`config.mk`:
```
export PLATFORM = sky130hd
export DESIGN_NAME = low_power_mode_control
export DESIGN_NICKNAME = d
export VERILOG_FILES = /design/src/hw/low_power_mode_control.v
export VERILOG_INCLUDE_DIRS = /design/src /design/src/hw
export SDC_FILE = /design/constraint.sdc
export NUM_CORES = 1
export LEC_CHECK = 0
export BUFFER_PORTS_ARGS = -buffer_cell sky130_fd_sc_hd__buf_2
export CAP_MARGIN = 25
export CORE_MARGIN = 1.5
export CORE_UTILIZATION = 39
export DETAILED_ROUTE_END_ITERATION = 12
export PLACE_DENSITY_LB_ADDON = 0.12
export SLEW_MARGIN = 20
export SYNTH_ARGS = -nofsm -noshare
export SYNTH_HDL_FRONTEND = slang
export SYNTH_SLANG_ARGS = --single-unit
export TNS_END_PERCENT = 20
```
`constraint.sdc`:
```
create_clock -name pclk -period 1.8 [get_ports pclk]
set_input_delay 0.09 -clock pclk [delete_from_list [all_inputs] [get_ports pclk]]
set_output_delay 0.09 -clock pclk [all_outputs]
set_load 0.005 [all_outputs]
```
`src/hw/low_power_mode_consts.vh`:
```
// constants for the low power mode controller
`ifndef LOW_POWER_MODE_CONSTS_VH
`define LOW_POWER_MODE_CONSTS_VH
// register indices, byte address is four times the index
`define POWER_CONTROL_IDX        8'h87
`define IDLE_PENDING_STATUS_IDX  8'h8e
`define STOP_PENDING_STATUS_IDX  8'h8f
`define POWER_CONTROL_RESET      8'h00
// power control field positions
`define PC_IDLE_BIT              0
`define PC_STOP_BIT              1
`define PC_TEST_MODE_BIT         2
`define PC_SOFT_RESET_BIT        5
`define PC_BAUD_DOUBLER_BIT      7
// low-speed clock select register (same map)
`define CLOCK_SELECT_IDX         8'h90
`define CLOCK_SELECT_RESET       8'h00
`define CS_SLOW_BIT              0
`define SRC_BITS                 7
// cycles the soft reset pulse stays asserted
`define SOFT_RESET_CYCLES        4'h4
`endif

```
`src/hw/low_power_mode_control.v`:
```
// power mode controller: idle, stop, low speed, soft reset
`timescale 1ns/1ps
// How it works
// - in idle the cpu is halted while the main clock keeps running.
// - idle is entered only when idle pending status reads all zero.
// - any reset or interrupt wakes idle; clock first, then interrupt.
// - after the wake service routine, execution continues after the idle request.
// - hardware clears the idle request bit on leaving idle.
// - stop halts all clocks; watchdog and rtc clocks continue if enabled.
// - stop is entered only when stop pending status reads all zero.
// - stop exits on any listed wake source: interrupts or resets.
// - on interrupt wake from stop, clock restores, interrupt serviced, then resume.
// - hardware clears the stop request bit on leaving stop.
// - on stop entry the system clock is gated after its final edge.
// - writing one to bit 5 gives a soft reset; bit self clears.
// - bit 2 reads one in test mode, zero otherwise.
// - bit 1 requests stop, bit 0 requests idle; both write only.
// - idle status reports pending interrupts per seven source groups.
// - stop status reports wake sources in the same groups; bit 7 reserved.
// - low-speed mode runs the main clock from the slow oscillator.
`include "low_power_mode_consts.vh"

module low_power_mode_control #(
  parameter SRC_W = `SRC_BITS
) (
  input  wire             pclk,
  input  wire             presetn,
  input  wire             psel,
  input  wire             penable,
  input  wire             pwrite,
  input  wire [11:0]      paddr,
  input  wire [31:0]      pwdata,
  output reg  [31:0]      prdata,
  output wire             pready,
  output wire             pslverr,
  input  wire [SRC_W-1:0] idle_irq_pending,
  input  wire [SRC_W-1:0] stop_wake_pending,
  input  wire             wake_reset,
  input  wire             test_mode_pin,
  output wire             cpu_halt,
  output wire             main_clock_enable,
  output wire             clock_gen_enable,
  output wire             resume_clock,
  output wire             soft_reset_out,
  output wire             serial_baud_doubler,
  output wire             slow_clock_select
);

  // ****************************************************************
  // constants and states
  // ****************************************************************
  localparam [1:0] ST_RUN  = 2'b00;
  localparam [1:0] ST_IDLE = 2'b01;
  localparam [1:0] ST_STOP = 2'b10;

  localparam [9:0] A_PC  = {`POWER_CONTROL_IDX, 2'b00};
  localparam [9:0] A_IPS = {`IDLE_PENDING_STATUS_IDX, 2'b00};
  localparam [9:0] A_SPS = {`STOP_PENDING_STATUS_IDX, 2'b00};
  localparam [9:0] A_CS  = {`CLOCK_SELECT_IDX, 2'b00};

  // ****************************************************************
  // input synchronisers
  // ****************************************************************
  reg [SRC_W-1:0] idle_s1_q;
  reg [SRC_W-1:0] idle_s2_q;
  reg [SRC_W-1:0] stop_s1_q;
  reg [SRC_W-1:0] stop_s2_q;
  reg             wrst_s1_q;
  reg             wrst_s2_q;
  reg             test_s1_q;
  reg             test_s2_q;

  always @(posedge pclk or negedge presetn) begin
    if (!presetn) begin
      idle_s1_q <= {SRC_W{1'b0}};
      idle_s2_q <= {SRC_W{1'b0}};
      stop_s1_q <= {SRC_W{1'b0}};
      stop_s2_q <= {SRC_W{1'b0}};
      wrst_s1_q <= 1'b0;
      wrst_s2_q <= 1'b0;
      test_s1_q <= 1'b0;
      test_s2_q <= 1'b0;
    end else begin
      idle_s1_q <= idle_irq_pending;
      idle_s2_q <= idle_s1_q;
      stop_s1_q <= stop_wake_pending;
      stop_s2_q <= stop_s1_q;
      wrst_s1_q <= wake_reset;
      wrst_s2_q <= wrst_s1_q;
      test_s1_q <= test_mode_pin;
      test_s2_q <= test_s1_q;
    end
  end

  // ****************************************************************
  // apb decode
  // ****************************************************************
  function is_addr;
    input [11:0] a;
    input [9:0]  r;
    begin
      is_addr = (a[11:10] == 2'b00) && (a[9:0] == r);
    end
  endfunction

  wire access   = psel & penable;
  wire hit_pc   = is_addr(paddr, A_PC);
  wire hit_ips  = is_addr(paddr, A_IPS);
  wire hit_sps  = is_addr(paddr, A_SPS);
  wire hit_cs   = is_addr(paddr, A_CS);
  wire mapped   = hit_pc | hit_ips | hit_sps | hit_cs;
  wire wr_pc    = access & pwrite & hit_pc;
  wire wr_cs    = access & pwrite & hit_cs;

  assign pready  = 1'b1;
  assign pslverr = access & ~mapped;

  // ****************************************************************
  // power control register and mode state machine
  // ****************************************************************
  reg [1:0] state_q;
  reg [1:0] state_d;
  reg       idle_req_q;
  reg       stop_req_q;
  reg       baud_q;
  reg       slow_q;
  reg       resume_q;
  reg [3:0] srst_cnt_q;

  wire idle_clear = (idle_s2_q == {SRC_W{1'b0}});
  wire stop_clear = (stop_s2_q == {SRC_W{1'b0}});
  // any idle interrupt or any reset wakes idle
  wire idle_wake  = ~idle_clear | wrst_s2_q;
  // the stop source set already groups every listed wake source
  wire stop_wake  = ~stop_clear | wrst_s2_q;

  always @* begin
    state_d = state_q;
    case (state_q)
      ST_RUN: begin
        if (stop_req_q && stop_clear) begin
          state_d = ST_STOP;
        end else if (idle_req_q && idle_clear) begin
          state_d = ST_IDLE;
        end
      end
      ST_IDLE: begin
        if (idle_wake) begin
          state_d = ST_RUN;
        end
      end
      ST_STOP: begin
        if (stop_wake) begin
          state_d = ST_RUN;
        end
      end
      default: begin
        state_d = ST_RUN;
      end
    endcase
  end

  // a wake reset or soft reset returns the machine to run from any state
  wire       soft_rst   = (srst_cnt_q != 4'h0);
  wire       force_run  = wrst_s2_q | soft_rst;
  wire [1:0] state_next = force_run ? ST_RUN : state_d;
  wire       leave_idle = (state_q == ST_IDLE) && (state_next == ST_RUN);
  wire       leave_stop = (state_q == ST_STOP) && (state_next == ST_RUN);

  always @(posedge pclk or negedge presetn) begin
    if (!presetn) begin
      state_q    <= ST_RUN;
      idle_req_q <= 1'b0;
      stop_req_q <= 1'b0;
      baud_q     <= 1'b0;
      slow_q     <= 1'b0;
      resume_q   <= 1'b0;
      srst_cnt_q <= 4'h0;
    end else begin
      state_q <= state_next;
      resume_q <= leave_idle | leave_stop;
      if (leave_idle || force_run) begin
        idle_req_q <= 1'b0;
      end else if (wr_pc && pwdata[`PC_IDLE_BIT]) begin
        idle_req_q <= 1'b1;
      end
      if (leave_stop || force_run) begin
        stop_req_q <= 1'b0;
      end else if (wr_pc && pwdata[`PC_STOP_BIT]) begin
        stop_req_q <= 1'b1;
      end
      if (wr_pc) begin
        baud_q <= pwdata[`PC_BAUD_DOUBLER_BIT];
      end
      if (wr_cs) begin
        slow_q <= pwdata[`CS_SLOW_BIT];
      end
      if (wr_pc && pwdata[`PC_SOFT_RESET_BIT]) begin
        srst_cnt_q <= `SOFT_RESET_CYCLES;
      end else if (srst_cnt_q != 4'h0) begin
        srst_cnt_q <= srst_cnt_q - 4'h1;
      end
    end
  end

  // ****************************************************************
  // clock and cpu control outputs
  // ****************************************************************
  assign cpu_halt            = (state_q != ST_RUN);
  assign main_clock_enable   = (state_q != ST_STOP);
  // the gate drops after the edge that loads the stop state
  assign clock_gen_enable    = (state_q != ST_STOP);
  assign resume_clock        = resume_q;
  assign soft_reset_out      = (srst_cnt_q != 4'h0);
  assign serial_baud_doubler = baud_q;
  assign slow_clock_select   = slow_q;

  // ****************************************************************
  // read data
  // ****************************************************************
  always @* begin
    prdata = 32'h0000_0000;
    if (hit_pc) begin
      prdata[`PC_BAUD_DOUBLER_BIT] = baud_q;
      prdata[`PC_TEST_MODE_BIT]    = test_s2_q;
    end else if (hit_ips) begin
      prdata[SRC_W-1:0] = idle_s2_q;
    end else if (hit_sps) begin
      prdata[SRC_W-1:0] = stop_s2_q;
    end else if (hit_cs) begin
      prdata[`CS_SLOW_BIT] = slow_q;
    end
  end

endmodule

```
==> results of run 1 <==
-- timing repair --
| item | CTS | global route |
|---|---|---|
| resized for setup | 1 | 1 |
| endpoints found under the setup margin | 1 | 5 |
| endpoints found under the hold margin | 61 | 0 |
| hold buffers | 18 | 0 |
-- cell type report --
type	count	area [µm²]	area share
repair buffers	77	493	0.207
flip-flops and latches	43	1080	0.451
well taps	52	65.1	0.0273
inverters	2	7.51	0.00315
clock inverters	2	38.8	0.0163
multi-input cells	101	621	0.260
clock buffers	6	82.6	0.0346
-- report_power, final --
group | total [mW] | switching [mW] | internal, mW | leakage [nW]
sequential | 1.10 | 0.0525 | 1.05 | 0.519
clock | 0.769 | 0.314 | 0.456 | 0.0618
combinational | 0.350 | 0.165 | 0.185 | 0.615
-- through the flow --
step / hold slack (ns) / setup TNS (ns) / total power, mW / setup WS (ns)
4_1_cts: 0.0219 / 0 / 2.26 / 0.00746
3_5_place_dp: 0.187 / 0 / 1.44 / 0.0505
5_1_grt: 0.0237 / -0.146 / 2.37 / -0.0512
3_3_place_gp: 0.175 / 0 / 1.42 / 0.0869
2_1_floorplan: -0.206 / 0 / 1.35 / 0.00343
6_report: 0.0258 / 0 / 2.22 / 0.0317
-- cells by family after synthesis --
family                     count (synthesis)  synth area share
AOI/OAI and AO/OA                         17            0.0584
DFF                                       43             0.591
xor gates and xnor gates                   2           0.00962
and+or+nand+nor                           47             0.162
other                                      2           0.00413
adders and majority gates                  2            0.0137
muxes                                      8            0.0460
buffers and inverters                     30             0.115
-- synthesized netlist by cell type, types with 2 or more instances --
library cell,n,area (µm²)
nand2_1,6,22.5
or2_2,2,12.5
nand2b_1,3,18.8
inv_1,2,7.51
or4_1,2,15.0
a221oi_1,2,17.5
a21oi_1,7,35.0
buf_4,26,195
dfrtp_1,43,1080
ha_1,2,25.0
clkbuf_1,2,7.51
mux2_1,2,22.5
mux2i_1,5,50.1
nor3_1,2,10.0
a31oi_1,2,12.5
o21ai_0,2,10.0
conb_1,2,7.51
nand3b_1,2,15.0
nor4_1,4,25.0
nor3b_1,2,15.0
nor2_1,12,45.0
nand3_1,2,10.0
-- sequential cells by signal, summed over array words and instances, names as in the netlist, 2 cells and up --
signal	flops
stop_s2_q	7
srst_cnt_q	4
idle_s1_q	7
stop_s1_q	7
idle_s2_q	7
state_q	2
-- routing by layer --
layer  vias up  global-route usage  share of wire
li1        619                   -              -
met1       594               0.161           0.43
met2        59               0.231           0.47
met3         6              0.0450          0.078
met4         0              0.0629          0.020
met5         -                   0              0
-- path summary, 6_finish.rpt --
check | from | depth (start not counted) | end
worst max-delay path | srst_cnt_q[0] | 5 | soft_reset_out
worst min-delay path | pwdata[7] | 2 | serial_baud_doubler
worst max register to register | srst_cnt_q[0] | 6 | resume_clock
worst min register to register | stop_s1_q[3] | 0 | stop_s2_q[3]
max in group asynchronous | presetn | 3 | stop_req_q
min in group asynchronous | presetn | 3 | stop_s1_q[1]
==> impl_metrics.json, run 1 <==
{
  "max-clock-path-buffers": 2,
  "slew_violations": 0,
  "cts.sink_count": 43,
  "cpPeakStageDelay_ns": 0.46,
  "drc_errors": 0,
  "io_pins": 106,
  "ys_ff_latch": 43,
  "placed_cells": 257,
  "synth_area_um2": 1820,
  "setup_viol_count_final": 0,
  "clock_skew_ns": 0.00363,
  "routed_via_density": 4.52,
  "ant_nets": 0,
  "num-fill-cells": 400,
  "nets": 297,
  "post-route-period-util": 0.982,
  "layout-drive-gt1-share": 0.333,
  "routed_wl_um": 3130,
  "initial_utilization": 0.412,
  "dr.pass1.iters": 4,
  "cts_tree": "built",
  "antenna_found_initial": 0,
  "synth_cells": 151,
  "antenna_cells": 0,
  "clock_latency_ns": 0.29,
  "relSlewSlack": 0.660,
  "crit_buf_inv": 3,
  "hold_violations": 0,
  "coreArea_um2": 4410,
  "grt_pass1_vias": 1296,
  "worstPathMaxFanout": 6,
  "post-route-util": 0.540,
  "ir_drop_uv": 675,
  "max-cap-violations": 0,
  "fmax_mhz": 565,
  "routedWlPerCell_um": 11.1,
  "min_path_type": "input port to register",
  "die_x_um": 71.3,
  "clk_pin_slew_ns": 0.08,
  "htree_levels": 2,
  "synthArstFlopShare": 1.00,
  "layout_min_cycle_time_ns": 1.77,
  "ys_types": 39,
  "critical_path.slowest_cell": "or3b_2",
  "crit_type": "register to primary output",
  "rsz0062_at_grt": "true",
  "gr-total-overflow": 0,
  "seq_area_frac_synth": 0.591,
  "synth_edf_count": 0,
  "yosysWarnings": 0,
  "final_area_um2": 2380,
  "numCtsBuffers": 5,
  "start_kind": "register",
  "place_congestion": 0.830,
  "num_vias": 1278,
  "cts_root_buffer": "clkbuf_8",
  "mostFrequentLayoutCell": "buf_2",
  "syn_area_per_cell_um2": 12.1,
  "crit_arrival_ns": 1.68,
  "drt_iter0_markers": 54,
  "total_leakage_power_nw": 1.20,
  "required_ns": 1.71,
  "cts_setup_buffers": 0,
  "final-instance-count-excl-fill": 283,
  "power.density_nw_per_um2": 933,
  "endpoint_kind": "primary output",
  "worst_pin_slew_ns": 0.510,
  "die_h_um": 71.3,
  "status": "finished, final reports clean",
  "synth-main-ff-cell": "dfrtp_1",
  "grt_max_degree": 44,
  "path_cells": "inv_2 > ha_1 > or3b_2 > buf_4 > buf_2",
  "ff2ff_setup_slack_ns": 0.07,
  "grt_pass1_wl_um": 5450,
  "grt_use_total": 0.138,
  "hpwl_um": 2330,
  "numPortBuffers": 52,
  "cp_top_family": "simple AND/OR/NAND/NOR gates",
  "row_count": 24,
  "area_growth_pct": 30.9,
  "die_area_um2": 5090,
  "postPlaceCellArea_um2": 2080,
  "layout_common_cells": "buf_2 (52), dfrtp_1 (43), conb_1 (25), dlygate4sd3_1 (18), nor2_1 (12)"
}
No activity file was read; power rests on OpenSTA's default activity.
==> inputs of run 2 (changes only) <==
clock period = 1.55 ns   (was 1.8 ns; I/O delays follow)
==> impl_metrics.json, run 2 (synthesis results as in run 1) <==
{
  "status": "finished, violations left",
  "violations": "setup timing",
  "rsz0062_at_grt": "true",
  "ff2ff_path_depth": 5,
  "dr.pass1.iters": 4,
  "relSlewSlack": 0.664,
  "nets": 302,
  "place_congestion": 0.827,
  "num-fill-cells": 399,
  "total_leakage_power_nw": 1.23,
  "setup_tns_ns": -0.0807,
  "row_count": 24,
  "mostFrequentLayoutCell": "buf_2",
  "crit_type": "register to register",
  "layout_min_cycle_time_ns": 1.59,
  "routed_via_density": 4.67,
  "gr-total-overflow": 0,
  "max-cap-violations": 0,
  "setup_viol_count_final": 6,
  "drc_errors": 0,
  "die_h_um": 71.3,
  "worst_pin_slew_ns": 0.504,
  "fin_hold_ws_ns": 0.0188,
  "worstPathMaxFanout": 4,
  "cts_root_buffer": "clkbuf_8",
  "post-route-period-util": 1.03,
  "coreArea_um2": 4410,
  "antenna_cells": 0,
  "area_growth_pct": 37.8,
  "hpwl_um": 2490,
  "grt_max_degree": 44,
  "swShare": 0.259,
  "grt_pass1_wl_um": 5880,
  "cts_tree": "built",
  "comb_power_share": 0.193,
  "cts.sink_count": 43,
  "final_area_um2": 2510,
  "finalWorstSetupSlack_ns": -0.0440,
  "postPlaceCellArea_um2": 2130,
  "min_path_type": "input port to register",
  "grt_use_total": 0.148,
  "routed_wl_um": 3510,
  "die_x_um": 71.3,
  "initial_utilization": 0.412,
  "clock_skew_ns": 0.00644,
  "endpoint_kind": "register",
  "p_int_mw": 1.97,
  "numCtsBuffers": 5,
  "power.switching_uw": 689,
  "power_frac_seq": 0.484,
  "ir_drop_uv": 689,
  "whs_path_depth": 2,
  "io_pins": 106,
  "grt_pass1_vias": 1347,
  "slew_violations": 0,
  "routedWlPerCell_um": 12.2,
  "num_vias": 1344,
  "antenna_found_initial": 0,
  "die_area_um2": 5090,
  "layout-drive-gt1-share": 0.394,
  "multiInputGateArea_um2": 711,
  "power.density_nw_per_um2": 1060,
  "power.share.clock": 0.324,
  "htree_levels": 2,
  "regArea_um2": 1080,
  "clk_pin_slew_ns": 0.08,
  "start_kind": "register",
  "required_ns": 1.72,
  "max-clock-path-buffers": 2,
  "post-route-util": 0.568,
  "hold_violations": 0,
  "clock_latency_ns": 0.29,
  "cts_setup_buffers": 0,
  "place_ws_ns": -0.0998,
  "ant_nets": 0,
  "numPortBuffers": 52,
  "crit_arrival_ns": 1.76,
  "layout_common_cells": "buf_2 (52), dfrtp_1 (43), conb_1 (25), dlygate4sd3_1 (18)",
  "drt_iter0_markers": 54,
  "fmax_mhz": 627
}
## run 2: per-layer routing
metal / vias up / global-route usage / wire length, µm
met5: - / 0 / 0
li1: 634 / - / -
met4: 0 / 0.0566 / 36
met1: 637 / 0.176 / 1410
met3: 4 / 0.0464 / 287
met2: 69 / 0.251 / 1780
## run 2: final cells by class
class,instances,area share
multi-input cells,101,0.283
flip-flops and latches,43,0.429
repair buffers,82,0.213
well taps,52,0.0259
clock buffers,5,0.0274
clock inverters,3,0.0185
inverters,2,0.00299
## run 2: critical path, stage by stage (launching register included)
cell     delay (ns)
dfrtp_1        0.40
or4_4          0.55
nor4_4         0.13
buf_4          0.16
and3b_1        0.18
nor4_2         0.05
## run 2: final timing paths
kind	start	to	slack, ns
min in group asynchronous	presetn	stop_s2_q[4]	0.38
min	pwdata[7]	serial_baud_doubler	0.02
max	stop_s2_q[4]	state_q[0]	-0.04
min reg2reg	stop_s1_q[2]	stop_s2_q[2]	0.36
max in group asynchronous	presetn	slow_clock_select	0.82
max reg2reg	stop_s2_q[4]	state_q[0]	-0.04
## run 2: stage by stage
stage,power [mW],std cells
after floorplan,1.61,174
after global placement,1.69,262
after detailed placement,1.73,262
after CTS,2.65,288
after global routing,2.84,288
final,2.66,288
## run 2: timing repair
action                                 CTS  global route
cloned                                   0             0
pin swaps                                1             2
setup endpoints to repair               14            17
endpoints found under the hold margin   60             0
resized for setup                        8             9
hold buffers                            18             0
## run 2: power groups by stage
stage | registers, mW | clock network (mW) | logic (mW)
floorplan | 1.29 | 0 | 0.324
global placement | 1.29 | 0 | 0.402
detailed placement | 1.30 | 0 | 0.431
CTS | 1.28 | 0.889 | 0.481
global route | 1.30 | 0.957 | 0.581
finish | 1.29 | 0.860 | 0.513
==> inputs of run 3 (changes only) <==
CORE_MARGIN = unset   (was 1.5)
==> impl_metrics.json, run 3 (synthesis results as in run 1) <==
{
  "rsz0062_at_grt": "true",
  "power.density_nw_per_um2": 992,
  "antenna_found_initial": 0,
  "cp-startpoint": "stop_s2_q[4]",
  "grt_max_degree": 23,
  "area_growth_pct": 39.7,
  "drc_errors": 0,
  "hold_violations": 0,
  "violations": "setup timing",
  "placed_cells": 262,
  "post-route-util": 0.576,
  "antenna_cells": 0,
  "max-cap-violations": 0,
  "slew_violations": 0,
  "numCtsBuffers": 5,
  "final-instance-count-excl-fill": 291,
  "htree_levels": 2,
  "clk_pin_slew_ns": 0.08,
  "clock_skew_ns": 0.00779,
  "mostFrequentLayoutCell": "buf_2",
  "dr.pass1.iters": 4,
  "finalWorstSetupSlack_ns": -0.0260,
  "num_vias": 1330,
  "grt_use_total": 0.151,
  "fmax_mhz": 635,
  "start_kind": "register",
  "r2r_start": "stop_s2_q[4]",
  "endpoint_kind": "register",
  "die_h_um": 70.3,
  "io_pins": 106,
  "max-clock-path-buffers": 2,
  "setup_viol_count_final": 2,
  "die_area_um2": 4940,
  "cts_tree": "built",
  "initial_utilization": 0.412,
  "layout_min_cycle_time_ns": 1.58,
  "grt_pass1_wl_um": 5730,
  "layout-drive-gt1-share": 0.414,
  "numPortBuffers": 52,
  "gr-total-overflow": 0,
  "crit_arrival_ns": 1.75,
  "routed_wl_um": 3440,
  "hpwl_um": 2500,
  "post-route-period-util": 1.02,
  "clock_latency_ns": 0.29,
  "drt_iter0_markers": 32,
  "required_ns": 1.72,
  "total_leakage_power_nw": 1.25,
  "min_from": "pwdata[0]",
  "worstPathMaxFanout": 4,
  "routedWlPerCell_um": 11.8,
  "status": "finished, violations left",
  "routed_via_density": 4.57,
  "die_x_um": 70.3,
  "nets": 306,
  "ir_drop_uv": 645,
  "ant_nets": 0,
  "grt_pass1_vias": 1326,
  "layout_common_cells": "buf_2 (50), dfrtp_1 (43), conb_1 (25), dlygate4sd3_1 (19), buf_4 (13)",
  "coreArea_um2": 4410,
  "crit_type": "register to register",
  "min_path_type": "input port to register",
  "row_count": 24,
  "cts.sink_count": 43,
  "cts_root_buffer": "clkbuf_8",
  "place_congestion": 0.806
}
[run 3: critical path, stage by stage, from the launching register on]
cell and delay [ns]:
dfrtp_1 0.38, or4_4 0.55, nor4_4 0.13, buf_4 0.16, and3b_1 0.17, nor4_2 0.05
[run 3: layout make-up]
class,instances,area [µm²]
fillers,378,1870
flip-flops and latches,43,1080
multi-input cells,101,719
repair buffers,86,592
clock buffers,5,68.8
well taps,52,65.1
clock inverters,2,13.8
inverters,2,7.51
[run 3: path summary, 6_finish.rpt]
kind / end / slack (ns) / cells past startpoint
worst max-delay path: state_q[0] / -0.03 / 5
worst min-delay path: slow_clock_select / 0.04 / 2
worst max register to register: state_q[0] / -0.03 / 5
worst min register to register: idle_s2_q[4] / 0.35 / 0
max in group asynchronous: stop_s2_q[5] / 0.78 / 3
min in group asynchronous: idle_req_q / 0.30 / 2
[run 3: what timing repair did]
item	CTS	global route
gates cloned	0	0
buffers inserted	1	2
hold buffers	19	0
pin swaps	0	6
hold endpoints to repair	40	0
setup endpoints to repair	13	16
gates resized for setup	11	11
[run 3: power by group]
group | switching (mW) | internal [mW]
Clock | 0.361 | 0.308
Combinational | 0.251 | 0.315
Sequential | 0.0672 | 1.22
[run 3: metal layers]
metal,vias up,GRT usage,part of all wire
met2,61,0.271,0.52
met3,4,0.0505,0.070
met4,0,0.0600,0.0090
met1,620,0.162,0.40
met5,-,0,0
li1,645,-,-
[run 3: per-stage QoR]
stage | hold WS [ns] | total power, mW | TNS [ns] | cell area, µm² | setup slack [ns]
floorplan | -0.218 | 1.61 | -0.0547 | 1930 | -0.0463
global placement | 0.0644 | 1.70 | -0.229 | 2140 | -0.0637
detailed placement | 0.0774 | 1.73 | -0.453 | 2140 | -0.0791
CTS | 0.0276 | 2.45 | -0.0938 | 2460 | -0.0317
global route | 0.0275 | 2.69 | -0.428 | 2540 | -0.115
finish | 0.0387 | 2.52 | -0.0320 | 2540 | -0.0260
